<file path="config.mk">
export PLATFORM = sky130hd
export DESIGN_NAME = swc_config_bank
export DESIGN_NICKNAME = d
export VERILOG_FILES = /design/src/rtl/swc_pkg.sv /design/src/rtl/swc_config_bank.sv /design/src/rtl/swc_port_decode.sv
export SDC_FILE = /design/constraint.sdc
export NUM_CORES = 1
export LEC_CHECK = 0
export ABC_CLOCK_PERIOD_IN_PS = 11500
export BUFFER_PORTS_ARGS = -buffer_cell sky130_fd_sc_hd__buf_2
export CORE_ASPECT_RATIO = 0.5
export CORE_MARGIN = 4
export CORE_UTILIZATION = 35
export DETAILED_ROUTE_END_ITERATION = 8
export PLACE_DENSITY = 0.64
export SLEW_MARGIN = 15
export SYNTH_ARGS = -nofsm -noshare
export SYNTH_HDL_FRONTEND = slang
export SYNTH_SLANG_ARGS = --single-unit
</file>
<file path="constraint.sdc">
create_clock -name clock_i -period 11.5 [get_ports clock_i]
set_input_delay 1.15 -clock clock_i [delete_from_list [all_inputs] [get_ports clock_i]]
set_output_delay 1.15 -clock clock_i [all_outputs]
set_load 0.05 [all_outputs]
</file>
<file path="src/rtl/swc_pkg.sv">
// Constants, field layouts and carrier types of the switch configuration bank.
// Assumes a single clock domain; the serial memory reader lives elsewhere.
`default_nettype none

package swc_pkg;

  // ****************************************
  // Sizes
  // ****************************************
  localparam int unsigned NUM_PORTS = 8;
  localparam int unsigned IMG_BYTES = 16;

  // ****************************************
  // Byte addresses of the memory image
  // ****************************************
  localparam logic [7:0] ADDR_VALID_HI  = 8'h00;
  localparam logic [7:0] ADDR_VALID_LO  = 8'h01;
  localparam logic [7:0] ADDR_PAUSE_HI  = 8'h02;
  localparam logic [7:0] ADDR_PAUSE_LO  = 8'h03;
  localparam logic [7:0] ADDR_PORT_BASE = 8'h04;
  localparam logic [7:0] ADDR_MAC_HI    = 8'h0c;
  localparam logic [7:0] ADDR_MAC_LO    = 8'h0d;
  localparam logic [7:0] ADDR_TRUNK     = 8'h0e;
  localparam logic [7:0] ADDR_GLOBAL    = 8'h0f;
  localparam logic [7:0] ADDR_LAST      = 8'h0f;

  // ****************************************
  // Validate word bit positions
  // ****************************************
  localparam int unsigned VLD_PAUSE     = 0;
  localparam int unsigned VLD_PORT_BASE = 1;
  localparam int unsigned VLD_MAC       = 9;
  localparam int unsigned VLD_TRUNK     = 10;
  localparam int unsigned VLD_GLOBAL    = 11;

  // ****************************************
  // Values after reset
  // ****************************************
  localparam logic [15:0] VALID_RST  = 16'h0000;
  localparam logic [15:0] PAUSE_RST  = 16'h0600;
  localparam logic [7:0]  PORT_RST   = 8'h00;
  localparam logic [15:0] MAC_RST    = 16'h0015;
  localparam logic [7:0]  TRUNK_RST  = 8'h00;
  localparam logic [7:0]  GLOBAL_RST = 8'h00;

  // ****************************************
  // Implemented bits; the rest hold zero
  // ****************************************
  localparam logic [15:0] VALID_USED  = 16'h0fff;
  localparam logic [7:0]  PORT_USED   = 8'hfc;
  localparam logic [15:0] MAC_USED    = 16'h01ff;
  localparam logic [7:0]  TRUNK_USED  = 8'hfc;
  localparam logic [7:0]  GLOBAL_USED = 8'hff;

  // ****************************************
  // Field positions
  // ****************************************
  localparam int unsigned PORT_MODE_LO   = 6;
  localparam int unsigned PORT_DUPLEX    = 5;
  localparam int unsigned PORT_SPEED     = 4;
  localparam int unsigned PORT_PAUSE_DIS = 3;
  localparam int unsigned PORT_PRIO      = 2;
  localparam int unsigned MAC_OPTION     = 8;
  localparam int unsigned MAC_UPPER_PHY  = 7;
  localparam int unsigned MAC_REJECT     = 6;
  localparam int unsigned MAC_BACKOFF    = 5;
  localparam int unsigned MAC_GAP_LO     = 0;
  localparam int unsigned TRK_A_LO       = 6;
  localparam int unsigned TRK_B_LO       = 4;
  localparam int unsigned TRK_BALANCE    = 3;
  localparam int unsigned TRK_P0_LINK    = 2;
  localparam int unsigned GEN_IP_PRIO    = 7;
  localparam int unsigned GEN_PAUSE_BC   = 6;
  localparam int unsigned GEN_FLOOD      = 5;
  localparam int unsigned GEN_DROP_LO    = 2;
  localparam int unsigned GEN_THROTTLE   = 1;
  localparam int unsigned GEN_PRIO_RATE  = 0;

  // ****************************************
  // Encodings
  // ****************************************
  localparam logic [1:0] MODE_STRAP  = 2'h0;
  localparam logic [1:0] MODE_ANEG   = 2'h1;
  localparam logic [1:0] MODE_STORED = 2'h2;
  localparam logic [1:0] MODE_MIXED  = 2'h3;
  localparam logic [1:0] TRK_NONE    = 2'h0;
  localparam logic [1:0] TRK_EXT_01  = 2'h1;
  localparam logic [1:0] TRK_EXT_03  = 2'h2;
  localparam logic [1:0] TRK_INT_01  = 2'h3;
  localparam logic [3:0] DROP_BASE   = 4'h8;
  localparam logic [4:0] PHY_BASE_LO = 5'h00;
  localparam logic [4:0] PHY_BASE_HI = 5'h10;

  // ****************************************
  // Carriers
  // ****************************************
  typedef struct packed {
    logic strap_full;
    logic an_full;
    logic an_fast;
    logic det_fast;
    logic partner_pause;
  } swc_link_t;

  typedef struct packed {
    logic full_duplex;
    logic fast;
    logic pause_tx_en;
    logic prio;
  } swc_port_cfg_t;

endpackage : swc_pkg

`default_nettype wire

</file>
<file path="src/rtl/swc_config_bank.sv">
// Configuration register bank of an eight-port switch, loaded from serial memory.
// Assumes a separate reader streams image bytes in after a load request.
//
// Contract
// - Source field picks duplex and speed origin
// - Stored mode, duplex bit high: full duplex
// - Stored mode, duplex bit low: half duplex
// - Stored mode, speed bit high: 100 Mb/s
// - Stored mode, speed bit low: 10 Mb/s
// - Disable bit stops pause frame transmission
// - Priority bit puts port in priority mode
// - Option bit makes pause use negotiation result
// - Upper range bit moves PHYs to 16-23
// - Reject bit drops all type frames
// - Backoff bit selects collision backoff algorithm
// - Five-bit gap length, default 21
// - Trunk A field encodes trunk grouping
// - Balance bit: source or destination spreading
// - Port zero internal link bit
// - IP priority check enable
// - Pause also applied to broadcast frames
// - Flood every frame to all ports
// - Broadcast throttle enable
// - Drop eight plus count broadcasts
// - Priority rate: very high or high
// - Load from serial memory after reset
// - Validate word gates each loaded register
`default_nettype none

module swc_config_bank
  import swc_pkg::*;
#(
  parameter int unsigned PORTS = NUM_PORTS
)
(
  // Clock, reset, enable
  input  wire logic                   clock_i,
  input  wire logic                   resetn_i,
  input  wire logic                   ce_i,
  // Image bytes from the serial memory reader
  input  wire logic                   load_valid_i,
  input  wire logic [7:0]             load_addr_i,
  input  wire logic [7:0]             load_data_i,
  input  wire logic                   load_done_i,
  output logic                        load_req_o,
  output logic                        config_ready_o,
  // Per-port link status
  input  wire swc_link_t [PORTS-1:0]  link_i,
  // Per-port resolved settings
  output swc_port_cfg_t [PORTS-1:0]   port_cfg_o,
  // MAC settings
  output logic [15:0]                 pause_time_o,
  output logic [4:0]                  phy_addr_base_o,
  output logic                        type_frame_reject_o,
  output logic                        even_backoff_sel_o,
  output logic [4:0]                  gap_length_o,
  // Trunk settings
  output logic [1:0]                  trunk_a_mode_o,
  output logic [3:0]                  trunk_a_members_o,
  output logic                        trunk_a_internal_o,
  output logic [1:0]                  trunk_b_mode_o,
  output logic                        balance_by_source_o,
  output logic                        port_zero_internal_link_o,
  // General settings
  output logic                        ip_prio_check_en_o,
  output logic                        pause_on_broadcast_en_o,
  output logic                        flood_everything_o,
  output logic                        broadcast_throttle_en_o,
  output logic [3:0]                  broadcast_drop_limit_o,
  output logic                        prio_rate_sel_o
);

  // ****************************************
  // Helpers
  // ****************************************
  function automatic logic is_valid(input logic [15:0] word, input int unsigned idx);
    is_valid = word[idx[3:0]];
  endfunction : is_valid

  function automatic logic [15:0] pair(input logic [7:0] hi, input logic [7:0] lo);
    pair = {hi, lo};
  endfunction : pair

  // ****************************************
  // Reset release
  // ****************************************
  logic rst_meta;
  logic rst_n;

  always_ff @(posedge clock_i or negedge resetn_i)
  begin
    if (!resetn_i)
    begin
      rst_meta <= 1'b0;
      rst_n    <= 1'b0;
    end
    else
    begin
      rst_meta <= 1'b1;
      rst_n    <= rst_meta;
    end
  end

  // ****************************************
  // Load sequence
  // ****************************************
  typedef enum logic [1:0] {ST_REQUEST, ST_COLLECT, ST_COMMIT, ST_RUN} swc_load_state_t;

  swc_load_state_t state;
  swc_load_state_t next_state;
  logic [7:0]      image [IMG_BYTES];

  always_comb
  begin
    case (state)
      ST_REQUEST: next_state = ST_COLLECT;
      ST_COLLECT: next_state = load_done_i ? ST_COMMIT : ST_COLLECT;
      ST_COMMIT:  next_state = ST_RUN;
      ST_RUN:     next_state = ST_RUN;
      default:    next_state = ST_REQUEST;
    endcase
  end

  // Every reset restarts the load
  always_ff @(posedge clock_i or negedge rst_n)
  begin
    if (!rst_n)
    begin
      state          <= ST_REQUEST;
      load_req_o     <= 1'b0;
      config_ready_o <= 1'b0;
    end
    else if (ce_i)
    begin
      state          <= next_state;
      load_req_o     <= (state == ST_REQUEST);
      config_ready_o <= (state == ST_RUN);
    end
  end

  // Bytes are staged so a partial image never reaches the datapath
  always_ff @(posedge clock_i or negedge rst_n)
  begin
    if (!rst_n)
    begin
      for (int i = 0; i < IMG_BYTES; i++)
      begin
        image[i] <= 8'h00;
      end
    end
    else if (ce_i && state == ST_COLLECT && load_valid_i && load_addr_i <= ADDR_LAST)
    begin
      image[load_addr_i[3:0]] <= load_data_i;
    end
  end

  // ****************************************
  // Committed registers
  // ****************************************
  logic [15:0] load_validate_word;
  logic [15:0] pause_time;
  logic [7:0]  port_setup [PORTS];
  logic [15:0] mac_setup;
  logic [7:0]  trunk_setup;
  logic [7:0]  global_setup;
  logic [15:0] vld_img;

  assign vld_img = pair(image[ADDR_VALID_HI[3:0]], image[ADDR_VALID_LO[3:0]]) & VALID_USED;

  // Registers not validated keep their reset values
  always_ff @(posedge clock_i or negedge rst_n)
  begin
    if (!rst_n)
    begin
      load_validate_word <= VALID_RST;
      pause_time         <= PAUSE_RST;
      mac_setup          <= MAC_RST;
      trunk_setup        <= TRUNK_RST;
      global_setup       <= GLOBAL_RST;
      for (int p = 0; p < PORTS; p++)
      begin
        port_setup[p] <= PORT_RST;
      end
    end
    else if (ce_i && state == ST_COMMIT)
    begin
      load_validate_word <= vld_img;
      if (is_valid(vld_img, VLD_PAUSE))
      begin
        pause_time <= pair(image[ADDR_PAUSE_HI[3:0]], image[ADDR_PAUSE_LO[3:0]]);
      end
      for (int p = 0; p < PORTS; p++)
      begin
        if (is_valid(vld_img, VLD_PORT_BASE + p))
        begin
          port_setup[p] <= image[ADDR_PORT_BASE[3:0] + 4'(p)] & PORT_USED;
        end
      end
      if (is_valid(vld_img, VLD_MAC))
      begin
        mac_setup <= pair(image[ADDR_MAC_HI[3:0]], image[ADDR_MAC_LO[3:0]]) & MAC_USED;
      end
      if (is_valid(vld_img, VLD_TRUNK))
      begin
        trunk_setup <= image[ADDR_TRUNK[3:0]] & TRUNK_USED;
      end
      if (is_valid(vld_img, VLD_GLOBAL))
      begin
        global_setup <= image[ADDR_GLOBAL[3:0]] & GLOBAL_USED;
      end
    end
  end

  // ****************************************
  // Per-port resolution
  // ****************************************
  swc_port_cfg_t [PORTS-1:0] next_port_cfg;

  for (genvar g = 0; g < PORTS; g++)
  begin : g_port
    logic full;
    logic fast;

    swc_port_decode u_decode (
      .setup_i (port_setup[g]),
      .link_i  (link_i[g]),
      .full_o  (full),
      .fast_o  (fast)
    );

    always_comb
    begin
      next_port_cfg[g].full_duplex = full;
      next_port_cfg[g].fast        = fast;
      // Pause ability drops when disabled, or, with the option bit set, when negotiation refuses it
      next_port_cfg[g].pause_tx_en = !port_setup[g][PORT_PAUSE_DIS] &&
                                     (!mac_setup[MAC_OPTION] || link_i[g].partner_pause);
      next_port_cfg[g].prio        = port_setup[g][PORT_PRIO];
    end
  end

  always_ff @(posedge clock_i or negedge rst_n)
  begin
    if (!rst_n)
    begin
      port_cfg_o <= '0;
    end
    else if (ce_i)
    begin
      port_cfg_o <= next_port_cfg;
    end
  end

  // ****************************************
  // MAC and trunk outputs
  // ****************************************
  always_ff @(posedge clock_i or negedge rst_n)
  begin
    if (!rst_n)
    begin
      pause_time_o              <= PAUSE_RST;
      phy_addr_base_o           <= PHY_BASE_LO;
      type_frame_reject_o       <= 1'b0;
      even_backoff_sel_o        <= 1'b0;
      gap_length_o              <= MAC_RST[MAC_GAP_LO +: 5];
      trunk_a_mode_o            <= TRK_NONE;
      trunk_a_members_o         <= 4'h0;
      trunk_a_internal_o        <= 1'b0;
      trunk_b_mode_o            <= TRK_NONE;
      balance_by_source_o       <= 1'b0;
      port_zero_internal_link_o <= 1'b0;
    end
    else if (ce_i)
    begin
      pause_time_o        <= pause_time;
      phy_addr_base_o     <= mac_setup[MAC_UPPER_PHY] ? PHY_BASE_HI : PHY_BASE_LO;
      type_frame_reject_o <= mac_setup[MAC_REJECT];
      even_backoff_sel_o  <= mac_setup[MAC_BACKOFF];
      gap_length_o        <= mac_setup[MAC_GAP_LO +: 5];
      trunk_a_mode_o      <= trunk_setup[TRK_A_LO +: 2];
      case (trunk_setup[TRK_A_LO +: 2])
        TRK_EXT_01:
        begin
          trunk_a_members_o  <= 4'h3;
          trunk_a_internal_o <= 1'b0;
        end
        TRK_EXT_03:
        begin
          trunk_a_members_o  <= 4'hf;
          trunk_a_internal_o <= 1'b0;
        end
        TRK_INT_01:
        begin
          trunk_a_members_o  <= 4'h3;
          trunk_a_internal_o <= 1'b1;
        end
        default:
        begin
          trunk_a_members_o  <= 4'h0;
          trunk_a_internal_o <= 1'b0;
        end
      endcase
      trunk_b_mode_o            <= trunk_setup[TRK_B_LO +: 2];
      balance_by_source_o       <= trunk_setup[TRK_BALANCE];
      port_zero_internal_link_o <= trunk_setup[TRK_P0_LINK];
    end
  end

  // ****************************************
  // General outputs
  // ****************************************
  always_ff @(posedge clock_i or negedge rst_n)
  begin
    if (!rst_n)
    begin
      ip_prio_check_en_o      <= 1'b0;
      pause_on_broadcast_en_o <= 1'b0;
      flood_everything_o      <= 1'b0;
      broadcast_throttle_en_o <= 1'b0;
      broadcast_drop_limit_o  <= DROP_BASE;
      prio_rate_sel_o         <= 1'b0;
    end
    else if (ce_i)
    begin
      ip_prio_check_en_o      <= global_setup[GEN_IP_PRIO];
      pause_on_broadcast_en_o <= global_setup[GEN_PAUSE_BC];
      flood_everything_o      <= global_setup[GEN_FLOOD];
      broadcast_throttle_en_o <= global_setup[GEN_THROTTLE];
      broadcast_drop_limit_o  <= DROP_BASE + {1'b0, global_setup[GEN_DROP_LO +: 3]};
      prio_rate_sel_o         <= global_setup[GEN_PRIO_RATE];
    end
  end

endmodule : swc_config_bank

`default_nettype wire

</file>
<file path="src/rtl/swc_port_decode.sv">
// Resolves one port's duplex and speed from its setup byte and link status.
// Combinational; the caller registers the results.
`default_nettype none

module swc_port_decode
  import swc_pkg::*;
(
  // Setup and link status
  input  wire logic [7:0] setup_i,
  input  wire swc_link_t  link_i,
  // Resolved operating point
  output logic            full_o,
  output logic            fast_o
);

  logic [1:0] mode;

  assign mode = setup_i[PORT_MODE_LO +: 2];

  always_comb
  begin
    case (mode)
      MODE_STRAP:
      begin
        full_o = link_i.strap_full;
        fast_o = link_i.det_fast;
      end
      MODE_ANEG:
      begin
        full_o = link_i.an_full;
        fast_o = link_i.an_fast;
      end
      MODE_STORED:
      begin
        full_o = setup_i[PORT_DUPLEX];
        fast_o = setup_i[PORT_SPEED];
      end
      MODE_MIXED:
      begin
        full_o = link_i.an_full;
        fast_o = link_i.det_fast;
      end
      default:
      begin
        full_o = link_i.strap_full;
        fast_o = link_i.det_fast;
      end
    endcase
  end

endmodule : swc_port_decode

`default_nettype wire

</file>
==> flow_summary.json, run 1 <==
{
  "grt_use_total_pct": 12.9,
  "layout-area-overhead-vs-synth_pct": 18.5,
  "worstSkewPairLatency_ps": 520,
  "timing.critical_path.arrival_ps": 3550,
  "ctsRootBufferMaster": "sky130_fd_sc_hd__clkbuf_16",
  "total_number_of_yosys_warnings": 0,
  "ir_drop_v": 0.000101,
  "min-delay-start": "rst_meta",
  "synth_sequential_area_ratio_pct": 60.0,
  "grt_first_pass_wirelength_um": 36400,
  "fmax_ghz": 0.318,
  "synth.cell_area_sq_um": 11100,
  "routabilityCongestion": 0.746,
  "cts_hold_buffers": 0,
  "normalized_max_slew_margin_pct": 20.8,
  "finalNetCount": 978,
  "synth_edf_count": 0,
  "synthesized_area_fraction_occupied_by_ao_oa_aoi_and_oai_cells_pct": 3.06,
  "critPathKind": "in -> reg",
  "setup_repair_after_global_routing_missed_its_margin": "false",
  "start_kind": "primary input",
  "timing.clock.skew_ps": 10.3,
  "antenna_left": 0,
  "clock_path_buffers": 3,
  "power.density_cell_area_nw_per_um2": 148,
  "final_min_period_over_clock_period_pct": 27.3,
  "detailed_place_hpwl_um": 15600,
  "count_of_final_setup_violators": 0,
  "numClockSinks": 265,
  "arithmetic_cell_share_of_the_synthesized_area_counting_full_adders_half_adders_and_majority_gates_pct": 3.84,
  "final_period_minus_worst_setup_slack_ps": 3140,
  "detail_route.vias_per_cell": 4.78,
  "global_route.overflow_total": 0,
  "power.static_leakage_nw": 6.74,
  "avgSynthCellArea_sq_um": 15.0,
  "area.sequential_sq_um": 6650,
  "grt_antenna_before_repair": 1,
  "cp_slowest_stage_delay_ps": 1060,
  "core_area_sq_um": 30700,
  "cell_class_contributing_the_biggest_share_of_worst_path_delay": "simple AND/OR/NAND/NOR gates",
  "dp_slack_ps": 7820,
  "port-buffer-count": 137,
  "worst_slew_pin_slew_ps": 1190,
  "critPathRequiredTime_ps": 11900,
  "most_frequently_used_flop_master_after_synthesis": "sky130_fd_sc_hd__dfrtp_1",
  "die-height_um": 134,
  "firstDrtPassIters": 4,
  "final-hold-violation-count": 0,
  "crit_buf_inv": 1,
  "timing.critical_path.to_type": "flop",
  "cts_tree": "yes",
  "critical_path.reg2reg.startpoint": "state[1]",
  "synth-async-reset-ratio_pct": 100,
  "totalWireLength_um": 22700,
  "cpMaxStageDelayCell": "sky130_fd_sc_hd__and4bb_1",
  "cts_buffers": 26,
  "fillerInstances": 2777,
  "hold_path_class": "reg -> reg",
  "synth_top_family_by_area": "multiplexers",
  "multi_input_comb_area_sq_um": 4150,
  "cts_resized": 0,
  "io_pins": 143,
  "synth_simple_gate_area_share_pct": 5.01,
  "yosys-top-cells-area": "sky130_fd_sc_hd__dfrtp_1 58%, sky130_fd_sc_hd__mux2_2 25%, sky130_fd_sc_hd__ha_1 3.8%",
  "dieWidth_um": 260,
  "maximum_number_of_pins_on_one_net_before_global_route_repair": 82,
  "dr_total_vias": 6339,
  "routed_wirelength_normalized_by_instance_count_um": 17.1,
  "drc": 0,
  "post-cts-setup-buffer-count": 0,
  "postLayoutSetupSlackWorst_ps": 8360,
  "dr.first_iter.drc_count": 282,
  "placement_rows": 45,
  "synth.ff_latch_count": 265,
  "number_of_global_route_vias_before_repair": 6672,
  "crit_path_from": "ce_i",
  "clkTransAtPathRegs_ps": 60,
  "die_ar_sq_um": 34700,
  "netlist.top_cell.by_area": "sky130_fd_sc_hd__dfrtp_1",
  "fin_setup_tns_ps": 0,
  "synthCells": 738,
  "yosysTopAreaCellShare_pct": 57.6,
  "cap_viol_max_count": 0,
  "number_of_pins_exceeding_their_max_slew_limit_in_the_final_report": 0,
  "yosys.area_share.xor_xnor_pct": 0,
  "synth_mux_area_share_pct": 25.3,
  "initial_core_utilization_pct": 36.0,
  "finalCoreUtilization_pct": 42.7,
  "cp_max_fo": 29,
  "timing.critical_path.cells": "buf_4 -> and4bb_1 -> nand4_1 -> mux2_2",
  "run_status": "complete, no violations",
  "hold_slack_ps": 356,
  "synth.distinct_cells": 30,
  "cts_max_level": 1,
  "drive_gt1_share_pct": 51.6
}
[final timing paths]
check	endpoint	slack (ps)	cells after the start
min reg2reg	rst_n	360	0
max in group asynchronous	trunk_b_mode_o[0]	9070	2
min	rst_n	360	0
max	image[66]	8360	4
min in group asynchronous	rst_n	410	1
max reg2reg	image[66]	8890	3
[synthesized netlist by cell type, drive strengths merged (2+ instances only)]
cell type,count
and2b,2
ha,34
inv,35
nand2,12
a31o,8
dfrtp,255
o21ai,11
nand2b,9
conb,2
nor2,5
clkbuf,14
nand3,3
and2,2
buf,15
nor2b,18
dfstp,10
a221o,8
a21oi,25
nand4,16
mux2,249
[power breakdown]
part	switching (W)	total, W	internal (W)	leakage [nW]
Sequential	0.00000836	0.000948	0.000940	3.57
Clock	0.000351	0.000904	0.000553	0.462
Combinational	0.0000678	0.0000935	0.0000257	2.71
[final cells by class]
type	count	area share, %
clock buffer	38	6.15
sequential	265	50.7
inverter	35	1.00
timing repair buffer	142	5.53
multi-input combinational	413	31.6
antenna	1	0.0191
clock inverter	10	0.992
tap	423	4.03
[routing by layer]
metal | up-vias | global-route usage (%) | wire (um)
met5 | - | 0 | 0
met1 | 3339 | 16.7 | 9970
li1 | 2895 | - | -
met3 | 38 | 2.09 | 609
met2 | 67 | 23.0 | 11700
met4 | 0 | 2.93 | 384
[cells in the final DEF, fill, tap and decap left out, types with 7 or more instances in the layout]
master / Yosys / routed
sky130_fd_sc_hd__dfrtp_1: 255 / 254
sky130_fd_sc_hd__buf_2: 3 / 136
sky130_fd_sc_hd__a31o_2: 8 / 8
sky130_fd_sc_hd__nand2_1: 12 / 12
sky130_fd_sc_hd__nand2b_1: 9 / 9
sky130_fd_sc_hd__inv_1: 35 / 35
sky130_fd_sc_hd__nor2b_1: 18 / 18
sky130_fd_sc_hd__nand4_4: 8 / 8
sky130_fd_sc_hd__a21oi_1: 25 / 25
sky130_fd_sc_hd__o21ai_0: 11 / 11
sky130_fd_sc_hd__dfstp_2: 10 / 10
sky130_fd_sc_hd__mux2_2: 249 / 249
sky130_fd_sc_hd__a221o_1: 8 / 8
sky130_fd_sc_hd__clkbuf_8: 0 / 9
sky130_fd_sc_hd__nand4_1: 7 / 7
sky130_fd_sc_hd__ha_1: 34 / 34
sky130_fd_sc_hd__clkbuf_16: 0 / 27
[worst reg2reg max path, delay by kind of cell (launching register included)]
kind | cells | cell delay [ps]
DFF | 1 | 430
muxes | 1 | 430
and+or+nand+nor | 2 | 1640
[flip-flops by register name (all words and copies together), names as in the netlist, 6 cells and up]
| name | count |
|---|---|
| global_setup | 8 |
| image | 99 |
| mac_setup | 9 |
| next_port_cfg | 8 |
| pause_time | 16 |
| pause_time_o | 16 |
| port_cfg_o | 32 |
| port_setup | 40 |
| trunk_setup | 6 |
[kinds of logic after synthesis]
| family | after synthesis |
|---|---|
| DFF | 265 |
| muxes | 249 |
| and+or+nand+nor | 71 |
| buffers and inverters | 64 |
| AOI/OAI and AO/OA | 53 |
| adders and majority gates | 34 |
| other | 2 |
[per-stage QoR]
step           area (sq um)  cells  total power [W]
2_1_floorplan         11100    742          0.00103
3_3_place_gp          12200   1278          0.00106
3_5_place_dp          12200   1278          0.00106
4_1_cts               13100   1326          0.00197
5_1_grt               13100   1327          0.00201
6_report              13100   1327          0.00195
Note: power is estimated with default switching activity, not from simulation.
==> run 2: changes to the inputs <==
--- a/config.mk
+++ b/config.mk
@@ -5,7 +5,7 @@
 export SDC_FILE = /design/constraint.sdc
 export NUM_CORES = 1
 export LEC_CHECK = 0
-export ABC_CLOCK_PERIOD_IN_PS = 11500
+export ABC_CLOCK_PERIOD_IN_PS = 3030
 export BUFFER_PORTS_ARGS = -buffer_cell sky130_fd_sc_hd__buf_2
 export CORE_ASPECT_RATIO = 0.5
 export CORE_MARGIN = 4
==> constraint.sdc (replaced) <==
create_clock -name clock_i -period 3.03 [get_ports clock_i]
set_input_delay 0.303 -clock clock_i [delete_from_list [all_inputs] [get_ports clock_i]]
set_output_delay 0.303 -clock clock_i [all_outputs]
set_load 0.05 [all_outputs]
==> run 2 against run 1 <==
First-iteration DRC count is 2.1% higher. Sequential power rose to 3.8 times the previous value. Utilization up 0.057 points. Highest routed layer unchanged. Die area is the same.
==> flow_summary.json, run 2 (synthesis gave the netlist of run 1 again) <==
{
  "run_status": "complete, no violations",
  "worstSetupPathDepth": 3,
  "routed_wirelength_normalized_by_instance_count_um": 16.9,
  "critPathRequiredTime_ps": 3440,
  "ir_drop_v": 0.000359,
  "hold_path_class": "in -> async",
  "core_area_sq_um": 30700,
  "final_period_minus_worst_setup_slack_ps": 2300,
  "maximum_number_of_pins_on_one_net_before_global_route_repair": 72,
  "fin_setup_tns_ps": 0,
  "finalNetCount": 984,
  "die-height_um": 134,
  "numClockSinks": 265,
  "timing.critical_path.arrival_ps": 2710,
  "worstSkewPairLatency_ps": 530,
  "worst_slew_pin_slew_ps": 804,
  "detailed_place_hpwl_um": 15800,
  "gr-max-usage-layer": "met2",
  "cell_class_contributing_the_biggest_share_of_worst_path_delay": "simple AND/OR/NAND/NOR gates",
  "antenna_left": 0,
  "share_comb_of_total_power_pct": 5.1,
  "layout-area-overhead-vs-synth_pct": 18.7,
  "die_ar_sq_um": 34700,
  "cts_buffers": 26,
  "grt_first_pass_wirelength_um": 36300,
  "timing.clock.skew_ps": 17.3,
  "cts_max_level": 1,
  "cts_resized": 0,
  "routabilityCongestion": 0.756,
  "io_pins": 143,
  "initial_core_utilization_pct": 36.0,
  "largest_registers": "image (99), port_setup (40), port_cfg_o (32)",
  "critPathKind": "reg -> reg",
  "intPower_w": 0.00556,
  "count_of_final_setup_violators": 0,
  "drive_gt1_share_pct": 51.4,
  "power.static_leakage_nw": 6.75,
  "met2_usage_pct": 23.2,
  "power.share.clock_pct": 44.8,
  "dr.first_iter.drc_count": 288,
  "cpMaxStageDelayCell": "sky130_fd_sc_hd__and4bb_1",
  "post_dp_cell_area_sq_um": 12300,
  "dr_total_vias": 6328,
  "cp_slowest_stage_delay_ps": 810,
  "r2r_cells": 3,
  "dieWidth_um": 260,
  "max_reg_flops": 99,
  "crit_buf_inv": 0,
  "grt_antenna_before_repair": 2,
  "power.density_cell_area_nw_per_um2": 546,
  "detail_route.vias_per_cell": 4.74,
  "grt_use_total_pct": 12.9,
  "cap_viol_max_count": 0,
  "firstDrtPassIters": 4,
  "final_common_cell": "sky130_fd_sc_hd__dfrtp_1",
  "clkTransAtPathRegs_ps": 60,
  "globalRouteMet1Util_pct": 16.3,
  "worst-r2r-setup-slack_ps": 730,
  "finalCoreUtilization_pct": 42.7,
  "final-hold-violation-count": 0,
  "normalized_max_slew_margin_pct": 46.4,
  "number_of_pins_exceeding_their_max_slew_limit_in_the_final_report": 0,
  "drc": 0,
  "cts_tree": "yes",
  "number_of_global_route_vias_before_repair": 6781,
  "sequentialPowerShare_pct": 50.1,
  "timing.critical_path.cells": "and4bb_1 -> nand4_1 -> mux2_2",
  "dp_slack_ps": 738,
  "cp_max_fo": 14,
  "switching_power_w": 0.00161,
  "power.switching_fraction_pct": 22.5,
  "layout_common_cells": "254 x sky130_fd_sc_hd__dfrtp_1, 249 x sky130_fd_sc_hd__mux2_2, 136 x sky130_fd_sc_hd__buf_2",
  "totalWireLength_um": 22600,
  "register_with_the_highest_flop_count": "image",
  "met3_usage_pct": 2.30,
  "placement_rows": 45,
  "post-layout-total-power_w": 0.00717,
  "final_min_period_over_clock_period_pct": 76.1,
  "postLayoutSetupSlackWorst_ps": 725,
  "clock_path_buffers": 3,
  "timing.critical_path.to_type": "flop",
  "global_route.overflow_total": 0,
  "ctsRootBufferMaster": "sky130_fd_sc_hd__clkbuf_16",
  "fin_area_sq_um": 13100,
  "fmax_ghz": 0.434,
  "start_kind": "flop",
  "port-buffer-count": 137,
  "setup_repair_after_global_routing_missed_its_margin": "false"
}
==> run 2: changes by cell type in the layout (fill, tap and decap cells not counted) <==
| cell | change |
|---|---|
| sky130_fd_sc_hd__buf_12 | +3 |
| sky130_fd_sc_hd__buf_4 | +2 |
| sky130_fd_sc_hd__bufinv_16 | -1 |
| sky130_fd_sc_hd__clkbuf_1 | +4 |
| sky130_fd_sc_hd__clkbuf_16 | -1 |
| sky130_fd_sc_hd__clkbuf_8 | -4 |
| sky130_fd_sc_hd__clkinv_8 | +1 |
| sky130_fd_sc_hd__diode_2 | +1 |
| sky130_fd_sc_hd__dlygate4sd3_1 | +1 |
| sky130_fd_sc_hd__inv_6 | +1 |
==> run 2: metrics by stage <==
step	cells	hold WS, ps
4_1_cts	1332	69.5
2_1_floorplan	742	7.41
3_3_place_gp	1283	87.8
6_report	1334	87.2
3_5_place_dp	1283	89.9
5_1_grt	1334	79.0
==> run 2: path summary, 6_finish.rpt <==
kind,from,endpoint
min,resetn_i,rst_n
max in group asynchronous,rst_n,gap_length_o[2]
max,state[1],image[14]
min in group clock_i,load_done_i,state[1]
min reg2reg,rst_n,port_cfg_o[30]
max reg2reg,state[1],image[14]
==> run 2: routing by layer <==
metal  wire, um  vias up
met5          0        -
met4        451        0
met3        683       36
met2      11700       76
met1       9790     3312
li1           -     2904
==> run 2: power by group through the flow <==
stage,Clock (W),Sequential (W),Combinational (W)
global route,0.00347,0.00359,0.000401
global placement,0,0.00365,0.000372
detailed placement,0,0.00366,0.000377
CTS,0.00331,0.00359,0.000378
floorplan,0,0.00377,0.000125
finish,0.00321,0.00359,0.000368
==> run 2: area by class of cell <==
| cell class | instances | area, sq um |
|---|---|---|
| fillers | 2784 | 17600 |
| clock buffers | 37 | 742 |
| inverters | 35 | 131 |
| diodes | 2 | 5.00 |
| repair buffers | 148 | 811 |
| clock inverters | 11 | 125 |
| well taps | 423 | 529 |
| multi-input cells | 413 | 4150 |
| flip-flops and latches | 265 | 6650 |
==> run 2: repair_timing <==
action,4_1_cts,5_1_grt
setup buffers,0,0
hold endpoints to repair,2,0
hold buffers,1,0
